File: config.mk
export PLATFORM = sky130hd
export DESIGN_NAME = icdr_regs
export DESIGN_NICKNAME = d
export VERILOG_FILES = /design/src/icdr_pkg.sv /design/src/icdr_regs.sv
export SDC_FILE = /design/constraint.sdc
export NUM_CORES = 1
export LEC_CHECK = 0
export BUFFER_PORTS_ARGS = -buffer_cell sky130_fd_sc_hd__buf_2
export CORE_ASPECT_RATIO = 0.6
export CORE_UTILIZATION = 46
export CTS_BUF_LIST = sky130_fd_sc_hd__clkbuf_16
export DETAILED_ROUTE_END_ITERATION = 8
export HOLD_SLACK_MARGIN = 0.15
export PLACE_DENSITY = 0.73
export SLEW_MARGIN = 5
export SYNTH_ARGS = -nofsm -noshare
export SYNTH_HDL_FRONTEND = slang
export SYNTH_SLANG_ARGS = --single-unit
File: constraint.sdc
create_clock -name clk_i -period 2 [get_ports clk_i]
set_input_delay 0.4 -clock clk_i [delete_from_list [all_inputs] [get_ports clk_i]]
set_output_delay 0.4 -clock clk_i [all_outputs]
set_load 0.1 [all_outputs]
File: src/icdr_pkg.sv
// Package for the two-wire bus configuration, interrupt and DMA block.
// Assumes 8-bit registers, one per aligned word of a 32-bit Wishbone bus.

package icdr_pkg;

  // ----------------------------------------------------------
  // Register indices (byte address is four times the index)
  // ----------------------------------------------------------
  localparam logic [7:0] IDX_DIV = 8'hF3;
  localparam logic [7:0] IDX_OAR_LO = 8'hF4;
  localparam logic [7:0] IDX_OAR_HI = 8'hF5;
  localparam logic [7:0] IDX_DATA = 8'hF6;
  localparam logic [7:0] IDX_GCV = 8'hF7;
  localparam logic [7:0] IDX_ISR = 8'hF8;
  localparam logic [7:0] IDX_IVR = 8'hF9;
  localparam logic [7:0] IDX_RDAP = 8'hFA;
  localparam logic [7:0] IDX_DIVX = 8'hFE;

  // ----------------------------------------------------------
  // Reset values
  // ----------------------------------------------------------
  localparam logic [7:0] RST_ZERO = 8'h00;
  localparam logic [7:0] RST_GCV = 8'hA0;
  localparam logic [7:0] RST_ISR = 8'h80;

  // ----------------------------------------------------------
  // Field positions and codes
  // ----------------------------------------------------------
  localparam int DIV_SPEED = 7;
  localparam int OAR_TEN = 5;
  localparam int OAR_F2 = 4;
  localparam int ISR_SUSP = 7;
  localparam int ISR_ERR = 2;
  localparam int ISR_RX = 1;
  localparam int ISR_TX = 0;
  localparam logic [7:0] ADDR_NEVER = 8'h01;
  localparam logic [2:0] PRL_NONE = 3'h7;
  localparam logic [1:0] SRC_ERR = 2'h1;
  localparam logic [1:0] SRC_RX = 2'h2;
  localparam logic [1:0] SRC_TX = 2'h3;

  // Serial clock phase, Gray along the fast-mode path
  typedef enum logic [1:0] {
    SCL_LOW1 = 2'b00,
    SCL_LOW2 = 2'b01,
    SCL_HIGH = 2'b11
  } icdr_scl_t;

endpackage : icdr_pkg

File: src/icdr_regs.sv
// Configuration, interrupt and DMA control of a two-wire bus port.
// Assumes status flags, DMA masks and interrupt masks come from outside.
//
// Implementation choice: the Wishbone slave port.
`timescale 1ns/1ns

module icdr_regs (
  input wire logic clk_i,
  input wire logic rst_i,
  input wire logic cyc_i,
  input wire logic stb_i,
  input wire logic we_i,
  input wire logic [9:0] adr_i,
  input wire logic [3:0] sel_i,
  input wire logic [31:0] dat_i,
  output logic [31:0] dat_o,
  output logic ack_o,
  input wire logic peripheral_enable_i,
  input wire logic global_interrupt_enable_i,
  input wire logic [7:0] error_flags_i,
  input wire logic rx_byte_valid_i,
  input wire logic [7:0] rx_byte_i,
  input wire logic tx_ready_i,
  input wire logic rx_dma_done_i,
  input wire logic tx_dma_done_i,
  input wire logic rx_dma_mask_i,
  input wire logic tx_dma_mask_i,
  input wire logic [2:0] irq_mask_i,
  input wire logic addr_valid_i,
  input wire logic [9:0] bus_addr_i,
  input wire logic bus_addr_ten_i,
  output logic scl_o,
  output logic scl_tick_o,
  output logic [2:0] timing_range_select_o,
  output logic ten_bit_enable_o,
  output logic own_match_o,
  output logic gen_call_match_o,
  output logic [7:0] tx_byte_o,
  output logic tx_start_o,
  output logic rx_next_o,
  output logic rx_dma_req_o,
  output logic tx_dma_req_o,
  output logic irq_req_o,
  output logic [2:0] priority_level_o,
  output logic [6:0] rx_pointer_address_o,
  output logic rx_pointer_ext_select_o
);
  import icdr_pkg::*;

  // ----------------------------------------------------------
  // Declarations
  // ----------------------------------------------------------
  logic [7:0] div_reg; // Speed bit and low divider
  logic [1:0] divider_code_high; // Divider bits 8:7
  logic [7:0] own_address_low; // Own address low byte
  logic [7:0] oar_hi; // Range, ten-bit, high address
  logic [7:0] data_byte; // Data register
  logic [7:0] general_call_value; // General call address
  logic dma_suspend_select; // DMA suspended mode
  logic [2:0] priority_level; // Block priority
  logic error_pending; // Error pending
  logic receive_pending; // Receive pending
  logic transmit_pending; // Transmit pending
  logic [4:0] vector_base; // Vector bits 7:3
  logic [1:0] source_code; // Encoded source
  logic [7:0] rdap; // Receive DMA pointer
  logic rx_full; // Byte waits for reader
  logic tx_empty; // Transmitter wants byte
  logic [9:0] div_cnt; // Phase length counter
  icdr_scl_t scl_phase; // Serial clock phase
  logic req; // New bus request
  logic wr; // Register write strobe
  logic rd; // Register read strobe
  logic [7:0] idx; // Register index
  logic [7:0] rd_mux; // Read data
  logic [8:0] divider_code; // Full divider code
  logic any_err; // Any error flag
  logic err_act; // Error interrupt active
  logic rx_act; // Receive interrupt active
  logic tx_act; // Transmit interrupt active
  logic rxd_ok; // Receive DMA eligible
  logic txd_ok; // Transmit DMA eligible
  logic [2:0] win; // Winner one-hot: irq, rxd, txd
  logic [1:0] next_source; // Winning interrupt code
  logic own_hit; // Own address compare
  logic gc_hit; // General call compare

  // ----------------------------------------------------------
  // Helpers
  // ----------------------------------------------------------
  // Seven-bit compare, direction bit ignored, 01h never hits
  function automatic logic match7(input logic [7:0] rcv,
                                  input logic [7:0] cmp);
    match7 = (cmp != ADDR_NEVER) && (rcv != ADDR_NEVER) &&
             (rcv[7:1] == cmp[7:1]);
  endfunction : match7

  // ----------------------------------------------------------
  // Wishbone slave
  // ----------------------------------------------------------
  assign req = cyc_i & stb_i & ~ack_o;
  assign wr = req & we_i & sel_i[0];
  assign rd = req & ~we_i;
  assign idx = adr_i[9:2];

  // Acknowledge one cycle after a request, dropped after one
  always_ff @(posedge clk_i) begin
    if (rst_i) begin
      ack_o <= 1'b0;
    end else begin
      ack_o <= req;
    end
  end

  // Read multiplexer, reserved bits zero
  always_comb begin
    unique case (idx)
      IDX_DIV: rd_mux = div_reg;
      IDX_DIVX: rd_mux = {6'h00, divider_code_high};
      IDX_OAR_LO: rd_mux = own_address_low;
      IDX_OAR_HI: rd_mux = {oar_hi[7:4], 1'b0, oar_hi[2:1], 1'b0};
      IDX_DATA: rd_mux = data_byte;
      IDX_GCV: rd_mux = general_call_value;
      IDX_ISR: rd_mux = {dma_suspend_select, priority_level, 1'b0,
                         error_pending, receive_pending,
                         transmit_pending};
      IDX_IVR: rd_mux = {vector_base, source_code, 1'b0};
      IDX_RDAP: rd_mux = rdap;
      default: rd_mux = 8'h00; // Unmapped reads zero
    endcase
  end

  // Read data register
  always_ff @(posedge clk_i) begin
    if (rst_i) begin
      dat_o <= 32'h0000_0000;
    end else if (rd) begin
      dat_o <= {24'h00_0000, rd_mux};
    end
  end

  // ----------------------------------------------------------
  // Clock and addressing configuration
  // ----------------------------------------------------------
  // Speed and divider, untouched by disable
  always_ff @(posedge clk_i) begin
    if (rst_i) begin
      div_reg <= RST_ZERO;
      divider_code_high <= 2'h0;
    end else if (wr && idx == IDX_DIV) begin
      div_reg <= dat_i[7:0];
    end else if (wr && idx == IDX_DIVX) begin
      divider_code_high <= dat_i[1:0];
    end
  end

  // Own address low byte
  always_ff @(posedge clk_i) begin
    if (rst_i) begin
      own_address_low <= RST_ZERO;
    end else if (wr && idx == IDX_OAR_LO) begin
      own_address_low <= dat_i[7:0];
    end
  end

  // Range and ten-bit bits only while disabled
  always_ff @(posedge clk_i) begin
    if (rst_i) begin
      oar_hi <= RST_ZERO;
    end else if (wr && idx == IDX_OAR_HI) begin
      oar_hi[2:1] <= dat_i[2:1];
      if (!peripheral_enable_i) begin
        oar_hi[7:6] <= dat_i[7:6];
        oar_hi[OAR_F2] <= dat_i[OAR_F2];
        oar_hi[OAR_TEN] <= dat_i[OAR_TEN];
      end
    end
  end

  // General call value, locked while enabled
  always_ff @(posedge clk_i) begin
    if (rst_i) begin
      general_call_value <= RST_GCV;
    end else if (wr && idx == IDX_GCV && !peripheral_enable_i) begin
      general_call_value <= dat_i[7:0];
    end
  end

  assign timing_range_select_o = {oar_hi[OAR_F2], oar_hi[7:6]};
  assign ten_bit_enable_o = oar_hi[OAR_TEN];

  // ----------------------------------------------------------
  // Address matching
  // ----------------------------------------------------------
  // Ten-bit or seven-bit own address compare
  always_comb begin
    if (oar_hi[OAR_TEN]) begin
      own_hit = bus_addr_ten_i &&
                (bus_addr_i == {oar_hi[2:1], own_address_low});
    end else begin
      own_hit = !bus_addr_ten_i &&
                match7(bus_addr_i[7:0], own_address_low);
    end
    gc_hit = !bus_addr_ten_i &&
             match7(bus_addr_i[7:0], general_call_value);
  end

  // Match pulses, only while enabled
  always_ff @(posedge clk_i) begin
    if (rst_i) begin
      own_match_o <= 1'b0;
      gen_call_match_o <= 1'b0;
    end else begin
      own_match_o <= addr_valid_i & peripheral_enable_i & own_hit;
      gen_call_match_o <= addr_valid_i & peripheral_enable_i & gc_hit;
    end
  end

  // ----------------------------------------------------------
  // Serial clock generator
  // ----------------------------------------------------------
  assign divider_code = {divider_code_high, div_reg[6:0]};

  // Each phase lasts N+2 cycles; fast mode has two low phases
  always_ff @(posedge clk_i) begin
    if (rst_i || !peripheral_enable_i) begin
      div_cnt <= 10'h000;
      scl_phase <= SCL_LOW1;
      scl_tick_o <= 1'b0;
    end else if (div_cnt == {1'b0, divider_code} + 10'h001) begin
      div_cnt <= 10'h000;
      scl_tick_o <= 1'b1;
      unique case (scl_phase)
        SCL_LOW1: scl_phase <= div_reg[DIV_SPEED] ? SCL_LOW2
                                                  : SCL_HIGH;
        SCL_LOW2: scl_phase <= SCL_HIGH;
        SCL_HIGH: scl_phase <= SCL_LOW1;
        default: scl_phase <= SCL_LOW1;
      endcase
    end else begin
      div_cnt <= div_cnt + 10'h001;
      scl_tick_o <= 1'b0;
    end
  end

  // Line idles high while disabled
  assign scl_o = !peripheral_enable_i || scl_phase == SCL_HIGH;

  // ----------------------------------------------------------
  // Data path
  // ----------------------------------------------------------
  // Software write or received byte updates data
  always_ff @(posedge clk_i) begin
    if (rst_i) begin
      data_byte <= RST_ZERO;
    end else if (wr && idx == IDX_DATA) begin
      data_byte <= dat_i[7:0];
    end else if (rx_byte_valid_i) begin
      data_byte <= rx_byte_i;
    end
  end

  assign tx_byte_o = data_byte;

  // Next-byte pulses from software or DMA completion
  always_ff @(posedge clk_i) begin
    if (rst_i) begin
      tx_start_o <= 1'b0;
      rx_next_o <= 1'b0;
    end else begin
      tx_start_o <= (wr && idx == IDX_DATA) || tx_dma_done_i;
      rx_next_o <= (rd && idx == IDX_DATA) || rx_dma_done_i;
    end
  end

  // Byte-waiting flags feeding DMA requests
  always_ff @(posedge clk_i) begin
    if (rst_i || !peripheral_enable_i) begin
      rx_full <= 1'b0;
      tx_empty <= 1'b0;
    end else begin
      if (rx_byte_valid_i) begin
        rx_full <= 1'b1;
      end else if ((rd && idx == IDX_DATA) || rx_dma_done_i) begin
        rx_full <= 1'b0;
      end
      if (tx_ready_i) begin
        tx_empty <= 1'b1;
      end else if ((wr && idx == IDX_DATA) || tx_dma_done_i) begin
        tx_empty <= 1'b0;
      end
    end
  end

  // ----------------------------------------------------------
  // Pending bits and priority
  // ----------------------------------------------------------
  assign any_err = |error_flags_i;

  // Mode and priority fields
  always_ff @(posedge clk_i) begin
    if (rst_i) begin
      dma_suspend_select <= RST_ISR[ISR_SUSP];
      priority_level <= RST_ISR[6:4];
    end else if (wr && idx == IDX_ISR) begin
      dma_suspend_select <= dat_i[ISR_SUSP];
      priority_level <= dat_i[6:4];
    end
  end

  // Error pending: set wins, held while any error flag stays
  always_ff @(posedge clk_i) begin
    if (rst_i) begin
      error_pending <= 1'b0;
    end else if (global_interrupt_enable_i && any_err) begin
      error_pending <= 1'b1;
    end else if (any_err) begin
      error_pending <= error_pending;
    end else if (!peripheral_enable_i) begin
      error_pending <= 1'b0;
    end else if (wr && idx == IDX_ISR && !dat_i[ISR_ERR]) begin
      error_pending <= 1'b0;
    end
  end

  // Receive and transmit pending, set beats clear
  always_ff @(posedge clk_i) begin
    if (rst_i) begin
      receive_pending <= 1'b0;
    end else if (global_interrupt_enable_i && rx_byte_valid_i) begin
      receive_pending <= 1'b1;
    end else if (!peripheral_enable_i) begin
      receive_pending <= 1'b0;
    end else if (wr && idx == IDX_ISR && !dat_i[ISR_RX]) begin
      receive_pending <= 1'b0;
    end
  end

  always_ff @(posedge clk_i) begin
    if (rst_i) begin
      transmit_pending <= 1'b0;
    end else if (global_interrupt_enable_i && tx_ready_i) begin
      transmit_pending <= 1'b1;
    end else if (!peripheral_enable_i) begin
      transmit_pending <= 1'b0;
    end else if (wr && idx == IDX_ISR && !dat_i[ISR_TX]) begin
      transmit_pending <= 1'b0;
    end
  end

  assign err_act = error_pending & irq_mask_i[2];
  assign rx_act = receive_pending & irq_mask_i[1];
  assign tx_act = transmit_pending & irq_mask_i[0];
  // Suspended mode blocks DMA while an error is pending
  assign rxd_ok = rx_dma_mask_i & rx_full &
                  ~(dma_suspend_select & error_pending);
  assign txd_ok = tx_dma_mask_i & tx_empty &
                  ~(dma_suspend_select & error_pending);

  // Fixed source order; win is {irq, rx dma, tx dma}
  always_comb begin
    win = 3'b000;
    next_source = source_code;
    if (dma_suspend_select && err_act) begin
      win = 3'b100;
      next_source = SRC_ERR;
    end else if (rxd_ok) begin
      win = 3'b010;
    end else if (txd_ok) begin
      win = 3'b001;
    end else if (err_act) begin
      win = 3'b100;
      next_source = SRC_ERR;
    end else if (rx_act) begin
      win = 3'b100;
      next_source = SRC_RX;
    end else if (tx_act) begin
      win = 3'b100;
      next_source = SRC_TX;
    end
  end

  // Requests leave only when priority is not "none"
  always_ff @(posedge clk_i) begin
    if (rst_i) begin
      irq_req_o <= 1'b0;
      rx_dma_req_o <= 1'b0;
      tx_dma_req_o <= 1'b0;
    end else begin
      irq_req_o <= win[2] && priority_level != PRL_NONE;
      rx_dma_req_o <= win[1] && priority_level != PRL_NONE;
      tx_dma_req_o <= win[0] && priority_level != PRL_NONE;
    end
  end

  assign priority_level_o = priority_level;

  // ----------------------------------------------------------
  // Vector and receive DMA pointer
  // ----------------------------------------------------------
  // Base is software, code follows the winning interrupt
  always_ff @(posedge clk_i) begin
    if (rst_i) begin
      vector_base <= 5'h00;
      source_code <= 2'h0;
    end else begin
      if (wr && idx == IDX_IVR) begin
        vector_base <= dat_i[7:3];
      end
      source_code <= next_source;
    end
  end

  // Pointer location and extension source
  always_ff @(posedge clk_i) begin
    if (rst_i) begin
      rdap <= RST_ZERO;
    end else if (wr && idx == IDX_RDAP) begin
      rdap <= dat_i[7:0];
    end
  end

  assign rx_pointer_address_o = rdap[7:1];
  assign rx_pointer_ext_select_o = rdap[0];

endmodule : icdr_regs

==> run_results.csv <==
group,metric,value,unit
yosys,ys_ff_latch,93,
floorplan,start_util,48.01,%
min_path,min_path_type,"in2reg",
outcome,violations,"negative setup slack",
power_and_ir_drop,vdd_ir_drop_max,0.4803,mV
placed_design,hpwl,11.39,mm
layout,nNetsFinal,773,
global_route,grt_overflow_total,0,
yosys,yosys.cell_count.top_type,"dfxtp_1",
sta,finalHoldViolCount,0,
setup_path,r2r_slack,-0.03,ns
layout,area_delta_synth_final,23.05,%
yosys,seq_area_frac_synth,38.84,%
sta,period_share,101.3,%
sta,clock-skew-final,0.006528,ns
clock_network,path_clk_slew,0.06,ns
power_and_ir_drop,powerDensity,710.1,nW/um2
setup_path,timing.rr.start,"div_reg[5]$_SDFFE_PP0N_",
outcome,status,"finished with violations",
route,drt_first_pass_iters,5,
power_and_ir_drop,p_leak,0.002617,uW
sta,rsz0062_at_grt,"yes",
setup_path,cp.arrival,2.30,ns
floorplan,core-area,9985,um2
placed_design,dpl_worst_slack,-0.06248,ns
min_path,hp-start,"irq_mask_i[2]",
route,drt_first_iter_violations,345,
yosys,synthesis.area,4793,um2
clock_network,ctsLongestPathBuffers,2,
clock_network,postCtsHoldBufs,0,
global_route,antenna_found_initial,0,
yosys,synth_edf_count,0,
setup_path,reg2reg_depth,6,
route,drt-vias-per-instance,5.648,
floorplan,ios,155,
yosys,yosysWarnings,0,
yosys,yosys.area.top_type,"dfxtp_1",
layout,fillers,940,
global_route,grt_pass1_wl,22.89,mm
floorplan,rows,28,
floorplan,die_width,133.8,um
yosys,avgSynthCellArea,8.514,um2
yosys,synthDistinctLibCells,54,
yosys,synth.top_cells.by_count,"93 x dfxtp_1, 73 x nor2_1, 53 x nand2_1, 38 x a21oi_1, 36 x mux2i_1",
clock_network,clock_sinks,93,
yosys,synthTopCellsByArea,"dfxtp_1 39%, mux2i_1 7.5%, nor2_1 5.7%",
placed_design,dp.cells,803,
layout,seq_area,1879,um2
route,antenna_left,0,
route,via_count,4631,
floorplan,die_h,81.07,um
setup_path,r2r_end,"scl_phase[1]$_SDFFE_PP0N_",
job,drv_cap,0,
placed_design,gp_congestion,0.9372,
global_route,grt_use_total,28.24,%
sta,holdWs,0.2958,ns
yosys,synth_cells,563,
setup_path,critical_path_class,"reg2reg",
yosys,synth_top_area_share,38.84,%
setup_path,required,2.28,ns
setup_path,cp-start-kind,"flop",
route,drc,0,
global_route,grt_pass1_vias,4287,
layout,drive_gt1_share,26.28,%
clock_network,cts_tree,"built",
layout,diodes,0,
sta,setup_viol,1,
layout,finalNonFillerCells,820,
sta,fmax,0.4936,GHz
layout,multi_input_area,2724,um2
min_path,min_to,"source_code[1]$_SDFFE_PP0P_",
setup_path,cp_slowest_cell,"or4_4",
route,wirelength,14.82,mm
clock_network,numCtsBuffers,9,
yosys,ys.flop_type,"dfxtp_1",
yosys,synthArstFlopShare,0,%
setup_path,crit_path_frequent_cell,"or4_4",
layout,post-route-util,59.07,%
sta,slew_viol_final,0,
route,wire_per_inst,18.07,um
sta,min_period,2.026,ns
clock_network,htreeDepth,3,
clock_network,clk-insertion-delay-late,0.34,ns
setup_path,cp-end-kind,"flop",
min_path,holdPathStages,2,
setup_path,crit_fanout,4,
setup_path,max_stage_delay,0.42,ns
placed_design,io_buffers,101,
sta,worstMarginPinSlew,0.5306,ns
layout,top_register,"div_cnt",
floorplan,die-area,10850,um2
setup_path,crit_chain,"nand4_4 > o21a_1 > or4_4 > a32o_2 > or4_4 > a21oi_2",
power_and_ir_drop,power.total,4188,uW
clock_network,clockRootBuffer,"clkbuf_16",
layout,largest_reg_flops,10,
sta,slew_headroom,64.49,%
sta,setup_ws,-0.02592,ns
global_route,grt_max_degree,33,
[power by group]
| group | switching (uW) | internal, uW | total, uW |
|---|---|---|---|
| clock network | 677 | 939 | 1620 |
| logic | 518 | 150 | 667 |
| registers | 26.9 | 1880 | 1900 |
| total | 1220 | 2970 | 4190 |
[cell families (layout without fill, tap and decap cells)]
logic type	count (synthesis)	after routing	share of synthesized area (%)
fa+ha+maj	2	2	0.5220
other cells	1	24	0.07823
mux	42	42	10.10
simple gates	218	218	21.87
buf+inv	63	162	7.100
flops	93	93	38.84
compound gates	109	109	15.09
xor+xnor	35	35	6.395
[through the flow]
step,TNS (ns),cell area (um2)
6_report,-0.02592,5898
2_1_floorplan,0,4932
4_1_cts,-0.02235,5886
3_5_place_dp,-0.06248,5569
3_3_place_gp,-0.001542,5569
5_1_grt,-0.1333,5898
[area by class of cell]
| type | instances | share of cell area [%] |
|---|---|---|
| clock inverters | 6 | 0.8273 |
| inverters | 3 | 0.1909 |
| multi-input cells | 430 | 46.18 |
| well taps | 135 | 2.864 |
| flip-flops and latches | 93 | 31.86 |
| clock buffers | 9 | 3.818 |
| repair buffers | 144 | 14.26 |
[critical path: cells and delay by family, from the launching register on]
| family | cells | cell delay, ns |
|---|---|---|
| simple gates | 3 | 0.98 |
| flops | 1 | 0.35 |
| compound gates | 3 | 0.64 |
[how the worst max path moves through the flow]
stage	to	depth (start not counted)	startpoint	slack, ns
finish	scl_phase[1]$_SDFFE_PP0N_	6	div_reg[5]$_SDFFE_PP0N_	-0.03
global route	scl_phase[1]$_SDFFE_PP0N_	6	div_reg[5]$_SDFFE_PP0N_	-0.1
CTS	scl_phase[1]$_SDFFE_PP0N_	6	div_reg[2]$_SDFFE_PP0N_	-0.02
detailed placement	scl_phase[1]$_SDFFE_PP0N_	8	div_reg[1]$_SDFFE_PP0N_	-0.06
global placement	scl_phase[1]$_SDFFE_PP0N_	6	div_reg[6]$_SDFFE_PP0N_	-0.002
floorplan	oar_hi[5]$_SDFFE_PP0P_	7	adr_i[4]	0.005
[what timing repair did]
action,4_1_cts,5_1_grt
setup endpoints to repair,1,4
resized for setup,5,4
pin swaps,3,3
setup buffers,2,0
endpoints found under the hold margin,0,0
[layout by cell type (no fill, tap or decap), types with 7 or more instances in the layout]
| cell type | n |
|---|---|
| dfxtp_1 | 85 |
| nor2_1 | 73 |
| o21ai_0 | 17 |
| and3_1 | 7 |
| buf_2 | 101 |
| conb_1 | 24 |
| nand2_1 | 53 |
| nand3_1 | 32 |
| xor2_1 | 12 |
| nand4_1 | 8 |
| a21oi_1 | 37 |
| a211oi_1 | 11 |
| clkbuf_16 | 9 |
| buf_4 | 42 |
| xnor2_1 | 22 |
| mux2i_1 | 36 |
| a22o_1 | 12 |
| nor2b_1 | 8 |
[layer usage]
| layer | vias up | wire (um) | GRT usage, % |
|---|---|---|---|
| met1 | 2176 | 6606 | 39.83 |
| li1 | 2189 | - | - |
| met3 | 12 | 2101 | 10.55 |
| met5 | - | 0 | 0 |
| met2 | 254 | 6004 | 41.14 |
| met4 | 0 | 107 | 4.886 |
No activity file was read; power rests on OpenSTA's default activity.
